===== config.mk =====
export PLATFORM = sky130hd
export DESIGN_NAME = cps_core_state
export DESIGN_NICKNAME = d
export VERILOG_FILES = /design/src/verilog/cps_core_state.v
export VERILOG_INCLUDE_DIRS = /design/src /design/src/common
export SDC_FILE = /design/constraint.sdc
export NUM_CORES = 1
export LEC_CHECK = 0
export ABC_AREA = 1
export BUFFER_PORTS_ARGS = -buffer_cell sky130_fd_sc_hd__buf_4
export CELL_PAD_IN_SITES_DETAIL_PLACEMENT = 1
export CELL_PAD_IN_SITES_GLOBAL_PLACEMENT = 2
export CORE_MARGIN = 2
export CORE_UTILIZATION = 34
export CTS_CLUSTER_SIZE = 8
export DETAILED_ROUTE_END_ITERATION = 7
export PLACE_DENSITY_LB_ADDON = 0.12
export SLEW_MARGIN = 20
export SYNTH_ARGS = -nofsm -noshare
export SYNTH_HDL_FRONTEND = slang
export SYNTH_SLANG_ARGS = --single-unit

===== constraint.sdc =====
create_clock -name CLK -period 7.86 [get_ports CLK]
set_input_delay 0.393 -clock CLK [delete_from_list [all_inputs] [get_ports CLK]]
set_output_delay 0.393 -clock CLK [all_outputs]
set_load 0.02 [all_outputs]

===== src/common/cps_regs.vh =====
// Purpose: Constants for the core program-counter and stack block
// Assumes: Included by its bare name from the design file
// Notes:   Command codes are the encoding on the CMD port, mode codes on OP_MODE
`ifndef CPS_REGS_VH
`define CPS_REGS_VH

// ****************************************
// Widths
// ****************************************
`define CPS_PC_W        14
`define CPS_PC_LO_W     8
`define CPS_PC_HI_W     6
`define CPS_DW          8
`define CPS_CMD_W       5
`define CPS_MODE_W      2

// ****************************************
// Reset values
// ****************************************
`define CPS_PC_RST      14'h0000
`define CPS_SP_RST      8'h00
`define CPS_BYTE_RST    8'h00

// ****************************************
// Pointer steps and PC field positions
// ****************************************
`define CPS_STEP_ONE    8'h01
`define CPS_STEP_TWO    8'h02
`define CPS_PAGE_ONE    6'h01
`define CPS_PC_LO_MSB   7
`define CPS_PC_HI_LSB   8
`define CPS_PC_HI_MSB   13

// ****************************************
// Saved record: byte 1 = {carry, zero, pc[13:8]}
// ****************************************
`define CPS_REC_C_BIT   7
`define CPS_REC_Z_BIT   6
`define CPS_REC_HI_MSB  5

// ****************************************
// Commands
// ****************************************
`define CPS_CMD_ADV       5'h00
`define CPS_CMD_PAGE      5'h01
`define CPS_CMD_JUMP      5'h02
`define CPS_CMD_CALL      5'h03
`define CPS_CMD_INTACK    5'h04
`define CPS_CMD_RET       5'h05
`define CPS_CMD_INTERRUPT_RETURN_OP      5'h06
`define CPS_CMD_PUSH_A    5'h07
`define CPS_CMD_PUSH_X    5'h08
`define CPS_CMD_POP_A     5'h09
`define CPS_CMD_POP_X     5'h0A
`define CPS_CMD_SWAP_DSP  5'h0B
`define CPS_CMD_LOAD_PSP  5'h0C
`define CPS_CMD_LOAD_A    5'h0D
`define CPS_CMD_LOAD_X    5'h0E
`define CPS_CMD_STORE_A   5'h0F
`define CPS_CMD_SWAP_X    5'h10
`define CPS_CMD_EI        5'h11
`define CPS_CMD_DI        5'h12
`define CPS_CMD_FLAGS     5'h13

// ****************************************
// Operand address modes
// ****************************************
`define CPS_MODE_CONST  2'h0
`define CPS_MODE_DIRECT 2'h1
`define CPS_MODE_INDEX  2'h2

`endif


===== src/verilog/cps_core_state.v =====
// Purpose: Program counter, A, X, both stack pointers and address
//          generation of an 8-bit core, sequenced per command
// Assumes: Data RAM with one-cycle read latency on the same clock
// Notes:   One command at a time; CMD_VALID is ignored while BUSY
`timescale 1ns/10ps
`include "cps_regs.vh"

module cps_core_state #(
	parameter DW = `CPS_DW
) (
	input  wire                    CLK,
	input  wire                    RSTN,
	input  wire                    CMD_VALID,
	input  wire [`CPS_CMD_W-1:0]   CMD,
	input  wire [`CPS_MODE_W-1:0]  OP_MODE,
	input  wire                    OP_LEN,
	input  wire [DW-1:0]           OPERAND,
	input  wire [`CPS_PC_W-1:0]    TARGET,
	input  wire                    FLAG_C,
	input  wire                    FLAG_Z,
	input  wire [DW-1:0]           RAM_RDATA,
	output reg  [`CPS_PC_W-1:0]    PC,
	output reg  [DW-1:0]           ACC,
	output reg  [DW-1:0]           IDX,
	output reg  [DW-1:0]           CSP,
	output reg  [DW-1:0]           DSP,
	output reg                     CARRY,
	output reg                     ZERO,
	output reg                     IRQ_EN,
	output reg  [DW-1:0]           RAM_ADDR,
	output reg  [DW-1:0]           RAM_WDATA,
	output reg                     RAM_WE,
	output reg                     RAM_RE,
	output reg                     BUSY,
	output reg                     DONE
);

	// ****************************************
	// States
	// ****************************************
	localparam [6:0] S_IDLE  = 7'h01;
	localparam [6:0] S_WR2   = 7'h02;
	localparam [6:0] S_WAIT1 = 7'h04;
	localparam [6:0] S_GOT1  = 7'h08;
	localparam [6:0] S_WAIT2 = 7'h10;
	localparam [6:0] S_GOT2  = 7'h20;
	localparam [6:0] S_FIN   = 7'h40;

	// ****************************************
	// Functions
	// ****************************************
	// Operand address for direct and indexed modes
	function [DW-1:0] eff_addr;
		input [`CPS_MODE_W-1:0] mode;
		input [DW-1:0]          base;
		input [DW-1:0]          index;
		begin
			if (mode == `CPS_MODE_INDEX) begin
				eff_addr = base + index;
			end else begin
				eff_addr = base;
			end
		end
	endfunction

	// Mod-256 add with no carry out
	function [DW-1:0] wrap_add;
		input [DW-1:0] v;
		input [DW-1:0] d;
		begin
			wrap_add = v + d;
		end
	endfunction

	// Mod-256 subtract with no borrow
	function [DW-1:0] wrap_sub;
		input [DW-1:0] v;
		input [DW-1:0] d;
		begin
			wrap_sub = v - d;
		end
	endfunction

	// ****************************************
	// Reset release
	// ****************************************
	reg rst_s1_r;
	reg rst_s2_r;
	wire rstn_i;

	always @(posedge CLK or negedge RSTN) begin
		if (!RSTN) begin
			rst_s1_r <= 1'b0;
			rst_s2_r <= 1'b0;
		end else begin
			rst_s1_r <= 1'b1;
			rst_s2_r <= rst_s1_r;
		end
	end

	// Release is synchronous; every flop leaves reset on one edge
	assign rstn_i = rst_s2_r;

	// ****************************************
	// Sequencer
	// ****************************************
	reg [6:0]             state_r;
	reg [`CPS_CMD_W-1:0]  cmd_r;
	reg [DW-1:0]          hold_r;
	wire                  take;
	wire [DW-1:0]         opnd_addr;
	wire [DW-1:0]         csp_dn;
	wire [DW-1:0]         dsp_dn;
	wire [DW-1:0]         rec_hi;
	wire                  is_mem;

	// Requests during a command are dropped, not queued
	assign take      = CMD_VALID && !BUSY && (state_r == S_IDLE);
	assign opnd_addr = eff_addr(OP_MODE, OPERAND, IDX);
	assign csp_dn    = wrap_sub(CSP, `CPS_STEP_ONE);
	assign dsp_dn    = wrap_sub(DSP, `CPS_STEP_ONE);
	assign is_mem    = (OP_MODE != `CPS_MODE_CONST);
	// Flags ride in the high byte beside pc[13:8]
	assign rec_hi    = {CARRY, ZERO, PC[`CPS_PC_HI_MSB:`CPS_PC_HI_LSB]};

	always @(posedge CLK or negedge rstn_i) begin
		if (!rstn_i) begin
			state_r   <= S_IDLE;
			cmd_r     <= `CPS_CMD_ADV;
			hold_r    <= `CPS_BYTE_RST;
			PC        <= `CPS_PC_RST;
			ACC       <= `CPS_BYTE_RST;
			IDX       <= `CPS_BYTE_RST;
			CSP       <= `CPS_SP_RST;
			DSP       <= `CPS_SP_RST;
			CARRY     <= 1'b0;
			ZERO      <= 1'b0;
			IRQ_EN    <= 1'b0;
			RAM_ADDR  <= `CPS_BYTE_RST;
			RAM_WDATA <= `CPS_BYTE_RST;
			RAM_WE    <= 1'b0;
			RAM_RE    <= 1'b0;
			BUSY      <= 1'b0;
			DONE      <= 1'b0;
		end else begin
			case (state_r)
			S_IDLE: begin
				DONE <= 1'b0;
				if (take) begin
					// Kept for the later steps of long commands
					cmd_r   <= CMD;
					BUSY    <= 1'b1;
					state_r <= S_FIN;
					case (CMD)
					`CPS_CMD_ADV: begin
						// Low byte only; carry out is dropped
						PC[`CPS_PC_LO_MSB:0] <= OP_LEN ?
							wrap_add(PC[`CPS_PC_LO_MSB:0], `CPS_STEP_TWO) :
							wrap_add(PC[`CPS_PC_LO_MSB:0], `CPS_STEP_ONE);
					end
					`CPS_CMD_PAGE: begin
						PC[`CPS_PC_HI_MSB:`CPS_PC_HI_LSB] <=
							PC[`CPS_PC_HI_MSB:`CPS_PC_HI_LSB] +
							`CPS_PAGE_ONE;
					end
					`CPS_CMD_JUMP: begin
						PC <= TARGET;
					end
					`CPS_CMD_CALL, `CPS_CMD_INTACK: begin
						if (CMD == `CPS_CMD_INTACK) begin
							IRQ_EN <= 1'b0;
						end
						RAM_ADDR  <= CSP;
						RAM_WDATA <= PC[`CPS_PC_LO_MSB:0];
						RAM_WE    <= 1'b1;
						CSP       <= wrap_add(CSP, `CPS_STEP_ONE);
						state_r   <= S_WR2;
					end
					`CPS_CMD_RET, `CPS_CMD_INTERRUPT_RETURN_OP: begin
						CSP      <= csp_dn;
						RAM_ADDR <= csp_dn;
						RAM_RE   <= 1'b1;
						state_r  <= S_WAIT1;
					end
					`CPS_CMD_PUSH_A, `CPS_CMD_PUSH_X: begin
						// Pointer at 0 wraps, so the byte lands at 0xFF
						DSP       <= dsp_dn;
						RAM_ADDR  <= dsp_dn;
						RAM_WDATA <= (CMD == `CPS_CMD_PUSH_A) ? ACC : IDX;
						RAM_WE    <= 1'b1;
					end
					`CPS_CMD_POP_A, `CPS_CMD_POP_X: begin
						RAM_ADDR <= DSP;
						RAM_RE   <= 1'b1;
						state_r  <= S_WAIT1;
					end
					`CPS_CMD_SWAP_DSP: begin
						DSP <= ACC;
						ACC <= DSP;
					end
					`CPS_CMD_LOAD_PSP: begin
						CSP <= ACC;
					end
					`CPS_CMD_LOAD_A, `CPS_CMD_LOAD_X: begin
						if (is_mem) begin
							RAM_ADDR <= opnd_addr;
							RAM_RE   <= 1'b1;
							state_r  <= S_WAIT1;
						end else if (CMD == `CPS_CMD_LOAD_A) begin
							ACC <= OPERAND;
						end else begin
							IDX <= OPERAND;
						end
					end
					`CPS_CMD_STORE_A: begin
						// Constant mode has no address; nothing stored
						if (is_mem) begin
							RAM_ADDR  <= opnd_addr;
							RAM_WDATA <= ACC;
							RAM_WE    <= 1'b1;
						end
					end
					`CPS_CMD_SWAP_X: begin
						ACC <= IDX;
						IDX <= ACC;
					end
					`CPS_CMD_EI: begin
						IRQ_EN <= 1'b1;
					end
					`CPS_CMD_DI: begin
						IRQ_EN <= 1'b0;
					end
					`CPS_CMD_FLAGS: begin
						CARRY <= FLAG_C;
						ZERO  <= FLAG_Z;
					end
					default: begin
						state_r <= S_FIN;
					end
					endcase
				end
			end
			S_WR2: begin
				// Second byte of the return record, then branch
				RAM_ADDR  <= CSP;
				RAM_WDATA <= rec_hi;
				RAM_WE    <= 1'b1;
				CSP       <= wrap_add(CSP, `CPS_STEP_ONE);
				PC        <= TARGET;
				state_r   <= S_FIN;
			end
			S_WAIT1: begin
				// RAM samples the address during this cycle
				RAM_RE  <= 1'b0;
				state_r <= S_GOT1;
			end
			S_GOT1: begin
				state_r <= S_FIN;
				case (cmd_r)
				`CPS_CMD_RET, `CPS_CMD_INTERRUPT_RETURN_OP: begin
					hold_r   <= RAM_RDATA;
					CSP      <= csp_dn;
					RAM_ADDR <= csp_dn;
					RAM_RE   <= 1'b1;
					state_r  <= S_WAIT2;
				end
				`CPS_CMD_POP_A: begin
					ACC <= RAM_RDATA;
					DSP <= wrap_add(DSP, `CPS_STEP_ONE);
				end
				`CPS_CMD_POP_X: begin
					IDX <= RAM_RDATA;
					DSP <= wrap_add(DSP, `CPS_STEP_ONE);
				end
				`CPS_CMD_LOAD_A: begin
					ACC <= RAM_RDATA;
				end
				`CPS_CMD_LOAD_X: begin
					IDX <= RAM_RDATA;
				end
				default: begin
					state_r <= S_FIN;
				end
				endcase
			end
			S_WAIT2: begin
				RAM_RE  <= 1'b0;
				state_r <= S_GOT2;
			end
			S_GOT2: begin
				// Plain return leaves carry and zero as they are
				PC <= {hold_r[`CPS_REC_HI_MSB:0], RAM_RDATA};
				if (cmd_r == `CPS_CMD_INTERRUPT_RETURN_OP) begin
					CARRY  <= hold_r[`CPS_REC_C_BIT];
					ZERO   <= hold_r[`CPS_REC_Z_BIT];
					IRQ_EN <= 1'b1;
				end
				state_r <= S_FIN;
			end
			S_FIN: begin
				// Strobes drop here so no byte is written twice
				RAM_WE  <= 1'b0;
				RAM_RE  <= 1'b0;
				BUSY    <= 1'b0;
				DONE    <= 1'b1;
				state_r <= S_IDLE;
			end
			default: begin
				RAM_WE  <= 1'b0;
				RAM_RE  <= 1'b0;
				BUSY    <= 1'b0;
				state_r <= S_IDLE;
			end
			endcase
		end
	end

endmodule


---- Word level (Yosys, flattened, before mapping) ----
Cells that the tools add are included.
storage, ports and cells
  register bits after elaboration ......... 91
  output and inout bits ................... 69
  logic and storage cells ................. 194
operators by class
  add/sub/neg operators ................... 8
  equality and inequality tests ........... 58
  multiplexer cells ....................... 64
  bitwise logic cells ..................... 3
  reductions and logical operators ........ 41
operators by type and width
  operator                                           count
  two-way mux 8 bit                                  19
  one-hot mux 8 bit (3 select lines)                 5
  one-hot mux 8 bit (2 select lines)                 7
  == test 5 x 4 -> 1 bit (second input constant)     12
  one-hot mux 14 bit (3 select lines)                1
  one-hot mux 8 bit (5 select lines)                 1
  one-hot mux 7 bit (5 select lines)                 1
  == test 5 x 3 -> 1 bit (second input constant)     6
  adder 8 x 1 -> 8 bit (second input constant)       3
  two-way mux 7 bit                                  3
  != test 3 bit (second input constant)              7
  one-hot mux 7 bit (3 select lines)                 1
  == test 5 bit (second input constant)              4
  AND reduction 4 bit                                5
  OR reduction 2 bit                                 10
  != test 4 x 1 -> 1 bit (second input constant)     4
  subtractor 8 x 1 -> 8 bit (second input constant)  2
  AND reduction 5 bit                                3
  two-way mux 1 bit                                  14
  two-way mux 14 bit                                 1
  one-hot mux 1 bit (2 select lines)                 7
  != test 3 x 1 -> 1 bit (second input constant)     4
  one-hot mux 6 bit (2 select lines)                 1
  AND reduction 6 bit                                2
  29 further kinds                                   51

---- Depth between registers and ports, before layout ----
  depth in word-level cells ............... 6
  depth in mapped cells ................... 13
  gate-level depth less buffers ........... 13

---- Least setup slack after synthesis ----
OpenSTA, ideal clock, no wires.
  path type ............................... register to register
  start ................................... register IDX[0]
  end ..................................... register RAM_ADDR[6]
  arrival time ............................ 1811 ps
  data required time ...................... 7783 ps
  setup slack ............................. 5972 ps
  cell stages (with the launch flop) ...... 14
  path buffers ............................ 0
  period minus slack after synthesis ...... 1888 ps
  cell sequence ........................... dfrtp_1 > ha_1 > inv_1 > fa_1 > nand3b_1 > nand2_1 > nand2_1 > nand2_1 > nand2_1 > nand3_1 > nand2_1 > nand2_1 > nand2_1 > a21oi_1
on the way
  longest elaborated chain between the ends .. 6
RTL lines
  what                                line                                        source
  start: declaration                  cps_core_state.v:24                         output reg [DW-1:0] IDX,
  start signal: assignment            cps_core_state.v:133                        IDX <= `CPS_BYTE_RST;
  adder 8 bit                         cps_core_state.v:59                         eff_addr = base + index;
  two-way mux 8 bit                   cps_core_state.v:58                         if (mode == `CPS_MODE_INDEX) begin
  two-way mux 8 bit                   cps_core_state.v:205, cps_core_state.v:217
  one-hot mux 8 bit (5 select lines)  cps_core_state.v:154                        case (CMD)
  two-way mux 8 bit                   cps_core_state.v:149                        if (take) begin
  one-hot mux 8 bit (3 select lines)  cps_core_state.v:146                        case (state_r)
  end signal: assignment              cps_core_state.v:139                        RAM_ADDR <= `CPS_BYTE_RST;
  end signal: assignment              cps_core_state.v:206                        RAM_ADDR <= opnd_addr;
  end signal: assignment              cps_core_state.v:218                        RAM_ADDR <= opnd_addr;
  end: declaration                    cps_core_state.v:30                         output reg [DW-1:0] RAM_ADDR,
Every way passes these cells. The select of a mux whose other input is x is not followed.
A chain may end at the register's enable or synchronous reset.

---- Final worst setup path ----
  start ................................... register state_r[3]
  end ..................................... register PC[0]
on the way
  longest elaborated chain between the ends .. 4
  elaborated cells between the ends (all ways) .. 9
  those cells by class .................... eq/ne (5); mux (1); reduce/logical (3)
RTL lines
  what                            line                                        source
  start: declaration              cps_core_state.v:107                        reg [6:0] state_r;
  start signal: assignment        cps_core_state.v:128                        state_r <= S_IDLE;
  start signal: assignment        cps_core_state.v:153                        state_r <= S_FIN;
  start signal: assignment        cps_core_state.v:177                        state_r <= S_WR2;
  == test 7 x 1 -> 1 bit          cps_core_state.v:118, cps_core_state.v:146
  logical AND 1 bit               cps_core_state.v:118                        assign take = CMD_VALID && !BUSY && (state_r == S_IDLE);
  != test 2 bit (no line)         n/a
  AND reduction 3 bit (no line)   n/a
  end signal: assignment          cps_core_state.v:131                        PC <= `CPS_PC_RST;
  end signal: indexed assignment  cps_core_state.v:157                        PC[`CPS_PC_LO_MSB:0] <= OP_LEN ?
  end signal: indexed assignment  cps_core_state.v:162                        PC[`CPS_PC_HI_MSB:`CPS_PC_HI_LSB] <=
  end: declaration                cps_core_state.v:22                         output reg [`CPS_PC_W-1:0] PC,
Several ways; a longest one is shown, not always the timed one.

==> results_tabular.tex <==
\begin{tabular}{lr}
\hline
Metric & Value \\
\hline
\multicolumn{2}{l}{\textbf{Place}} \\
Worst-case setup slack after placement & 4.95 ns \\
Post-Place Cells & 1413 \\
Port buffer count & 111 \\
Placed wire-length estimate & 21800 um \\
Global placer's final weighted congestion & 0.889 \\
\multicolumn{2}{l}{\textbf{Clock tree}} \\
Reg clk slew, reported paths & 0.08 ns \\
Cts bufs inserted & 9 \\
H-tree level count & 3 \\
Clock sink count & 91 \\
Post-CTS Resized & 0 \\
Cell chosen for the clock root & sky130\_fd\_sc\_hd\_\_clkbuf\_16 \\
Worst-Skew Late Latency & 0.37 ns \\
TritonCTS clock tree & built \\
Clock buffer depth & 2 \\
\multicolumn{2}{l}{\textbf{STA}} \\
Setup slack of the critical path after layout & 4.92 ns \\
Setup Total Neg Slack & 0 ns \\
Highest achievable clock rate & 0.340 GHz \\
Unrepaired setup endpoints after global routing & no \\
Post-layout min period & 2.94 ns \\
Count of final hold-check violations & 0 \\
Final clock period utilization by the worst path & 37.4\% \\
Max Transition Viols Final & 0 \\
Max\_slew headroom & 43.1\% \\
Worst hold margin & 0.236 ns \\
Worst setup skew after layout & 0.0171 ns \\
Final setup fails & 0 \\
Slew @ Worst Pin & 0.850 ns \\
\multicolumn{2}{l}{\textbf{Global route}} \\
Maximum number of pins on one net before global-route repair & 53 \\
Via count of the first global-routing pass & 7543 \\
Global-route wire length before repair & 44100 um \\
Total global routing track utilization & 26.4\% \\
Initial antenna violation count & 0 \\
Total global routing overflow & 0 \\
\multicolumn{2}{l}{\textbf{Logic synthesis}} \\
Post-synth ARST share & 100\% \\
Cell area after synthesis & 6960 um2 \\
Synthesized instance count & 1059 \\
Netlist cell types & 50 \\
Net count after synthesis & 1117 \\
Main flop type after synthesis & sky130\_fd\_sc\_hd\_\_dfrtp\_1 \\
Post-Synthesis Mean Instance Area & 6.58 um2 \\
Share of synthesized area occupied by flip-flops and latches & 32.7\% \\
Number of enable-type register cells in the synthesized netlist & 0 \\
Flops \& latches, synth & 91 \\
Count of yosys warnings during synthesis & 0 \\
\multicolumn{2}{l}{\textbf{Route}} \\
Remaining design rule violation count & 0 \\
Detailed-router iteration count before antenna repair & 5 \\
Total wirelength of the detailed-routed design & 28000 um \\
Vias per inst & 5.26 \\
Number of vias in the routed layout & 7520 \\
Post-detailed-route wirelength per cell & 19.6 um \\
Routed Antenna Nets & 0 \\
Initial DRC Count & 557 \\
\multicolumn{2}{l}{\textbf{Critical path}} \\
Worst endpoint data arrival time & 3.20 ns \\
Crit Reg-Reg Endpoint & PC[0] \\
Worst setup SP type & flop \\
Critical Path End Type & flop \\
Data required time at the worst endpoint & 8.12 ns \\
Category of the most critical setup path & reg -> reg \\
Setup slack of the worst register-to-register path & 4.92 ns \\
Crit path launch & state\_r[3] \\
Worst reg2reg startpoint & state\_r[3] \\
Path depth of the worst reg2reg path & 12 \\
Max Fanout on Critical Path & 13 \\
\multicolumn{2}{l}{\textbf{Min path}} \\
Hold path depth & 3 \\
Launch point of the worst hold path & RAM\_RDATA[4] \\
Endpoint, Worst Hold & hold\_r[4] \\
Worst Hold Class & in -> reg \\
\multicolumn{2}{l}{\textbf{Power}} \\
PD cells & 372 nW/um2 \\
Total power & 3.09 mW \\
Maximum ir drop on the vdd rail & 0.132 mV \\
Leakage & 4.17 nW \\
\multicolumn{2}{l}{\textbf{Die}} \\
Total core area & 20200 um2 \\
Vertical die dimension & 147 um \\
Horizontal die dimension & 147 um \\
Initial Utilization & 34.5\% \\
Area of the die & 21600 um2 \\
Site row count & 52 \\
IO Count & 112 \\
\multicolumn{2}{l}{\textbf{Status}} \\
Result of the run & finished clean \\
\multicolumn{2}{l}{\textbf{Layout}} \\
Fin cells & 1430 \\
Antenna Diode Count & 0 \\
Synthesis-to-finish area growth & 19.3\% \\
Share of cells above drive strength 1 & 16.2\% \\
Number of filler cells placed in the layout & 2662 \\
Final layout net count & 1213 \\
\multicolumn{2}{l}{\textbf{Job}} \\
Max-cap viol count & 0 \\
\hline
\end{tabular}
-- layout make-up --
| type | count | area [um2] | area share (%) |
|---|---|---|---|
| inverters | 134 | 503 | 6.05 |
| repair buffers | 113 | 851 | 10.2 |
| clock buffers | 9 | 225 | 2.71 |
| well taps | 270 | 338 | 4.06 |
| flip-flops and latches | 91 | 2280 | 27.5 |
| multi-input cells | 806 | 4040 | 48.6 |
| clock inverters | 7 | 76.3 | 0.918 |
-- sequential cells by signal, indices dropped and copies added (netlist names) --
signal and count:
DONE 1, IRQ_EN 1, CARRY 1, ZERO 1, DSP 8, CSP 8
RAM_WDATA 8, state_r 7, rst_s2_r 1, rst_s1_r 1, IDX 8, hold_r 8
cmd_r 5, BUSY 1, RAM_ADDR 8, RAM_WE 1, RAM_RE 1, ACC 8
PC 14
-- report_power, final --
group	internal [mW]	switching [mW]
logic	0.608	1.08
clock network	0.226	0.237
registers	0.654	0.287
total	1.49	1.60
-- per-layer routing --
metal  vias up  wire length (um)  GRT usage (%)
met3        28              1330           2.80
li1       3656                 -              -
met4         0               416           6.20
met5         -                 0              0
met2       186             12500           41.2
met1      3650             13700           39.4
-- worst max path at each step --
stage          cells after the start     end  slack, ns
2_1_floorplan                      0  ACC[0]       5.14
3_3_place_gp                      12   PC[0]       5.02
3_5_place_dp                      12   PC[0]       4.95
4_1_cts                           12   PC[0]       4.93
5_1_grt                           12   PC[0]       4.65
6_report                          12   PC[0]       4.92
-- critical path, cell delays in order (launching register included) --
cell	delay (ns)
sky130_fd_sc_hd__dfrtp_1	0.42
sky130_fd_sc_hd__nor2_1	0.19
sky130_fd_sc_hd__nand3_1	0.17
sky130_fd_sc_hd__nor2_2	0.50
sky130_fd_sc_hd__inv_2	0.22
sky130_fd_sc_hd__nand2_2	0.16
sky130_fd_sc_hd__inv_1	0.26
sky130_fd_sc_hd__nand2_1	0.15
sky130_fd_sc_hd__nand3_1	0.31
sky130_fd_sc_hd__inv_1	0.24
sky130_fd_sc_hd__nand2_1	0.09
sky130_fd_sc_hd__nand2_1	0.06
sky130_fd_sc_hd__o21ai_0	0.07
-- per-stage QoR --
stage | area [um2] | util [%]
after floorplan | 6960 | -
after global placement | 8000 | 39.7
after detailed placement | 8000 | 39.7
after CTS | 8310 | 41.2
after global routing | 8310 | 41.2
final | 8310 | 41.2
-- repair_timing --
action / in CTS / in global routing
hold buffers: 1 / 0
hold endpoints to repair: 2 / 0
setup buffers: 0 / 0
-- layout by cell type (no fill, tap or decap), types with 7 or more instances in the layout --
master / instances
sky130_fd_sc_hd__inv_2: 14
sky130_fd_sc_hd__dfrtp_1: 89
sky130_fd_sc_hd__nor3_1: 7
sky130_fd_sc_hd__o22ai_1: 15
sky130_fd_sc_hd__inv_1: 119
sky130_fd_sc_hd__nand3_1: 65
sky130_fd_sc_hd__clkbuf_16: 9
sky130_fd_sc_hd__o21ai_0: 129
sky130_fd_sc_hd__a21oi_1: 49
sky130_fd_sc_hd__nand4_1: 9
sky130_fd_sc_hd__o21ai_1: 7
sky130_fd_sc_hd__xor2_1: 21
sky130_fd_sc_hd__buf_4: 112
sky130_fd_sc_hd__nor2_1: 101
sky130_fd_sc_hd__nand2_2: 13
sky130_fd_sc_hd__o211ai_1: 15
sky130_fd_sc_hd__ha_1: 14
sky130_fd_sc_hd__nand2_1: 299
-- synthesized netlist by cell type, types with 3 or more instances --
cell type	number	area (um2)
sky130_fd_sc_hd__or2_2	3	18.8
sky130_fd_sc_hd__nor2_4	4	45.0
sky130_fd_sc_hd__o21ai_1	7	35.0
sky130_fd_sc_hd__a22oi_1	4	30.0
sky130_fd_sc_hd__o211ai_1	15	113
sky130_fd_sc_hd__inv_2	14	52.6
sky130_fd_sc_hd__nand3_1	65	325
sky130_fd_sc_hd__buf_4	3	22.5
sky130_fd_sc_hd__inv_1	119	447
sky130_fd_sc_hd__nand3b_1	3	22.5
sky130_fd_sc_hd__nor4_1	3	18.8
sky130_fd_sc_hd__a31o_2	3	26.3
sky130_fd_sc_hd__dfrtp_1	90	2250
sky130_fd_sc_hd__xnor2_1	3	26.3
sky130_fd_sc_hd__o21ai_0	129	646
sky130_fd_sc_hd__o22ai_1	15	93.8
sky130_fd_sc_hd__clkbuf_1	9	33.8
sky130_fd_sc_hd__a31oi_1	5	31.3
sky130_fd_sc_hd__nand4_1	9	56.3
sky130_fd_sc_hd__a21oi_1	49	245
sky130_fd_sc_hd__nor2_2	5	31.3
sky130_fd_sc_hd__nand3_2	4	40.0
sky130_fd_sc_hd__ha_1	14	175
sky130_fd_sc_hd__nor3_1	7	35.0
sky130_fd_sc_hd__nor2_1	101	379
sky130_fd_sc_hd__nand2_2	13	81.3
sky130_fd_sc_hd__buf_2	12	60.1
sky130_fd_sc_hd__nand2_1	299	1120
sky130_fd_sc_hd__o21ai_2	5	43.8
sky130_fd_sc_hd__xor2_1	21	184
-- kinds of logic after synthesis --
family	after synthesis	synth area share (%)
buf+inv	162	9.32
other cells	1	0.0538
simple gates	523	32.4
fa+ha+maj	15	2.80
mux	2	0.287
xor+xnor	24	3.02
compound gates	241	19.4
flops	91	32.7
Note: power is estimated with default switching activity, not from simulation.
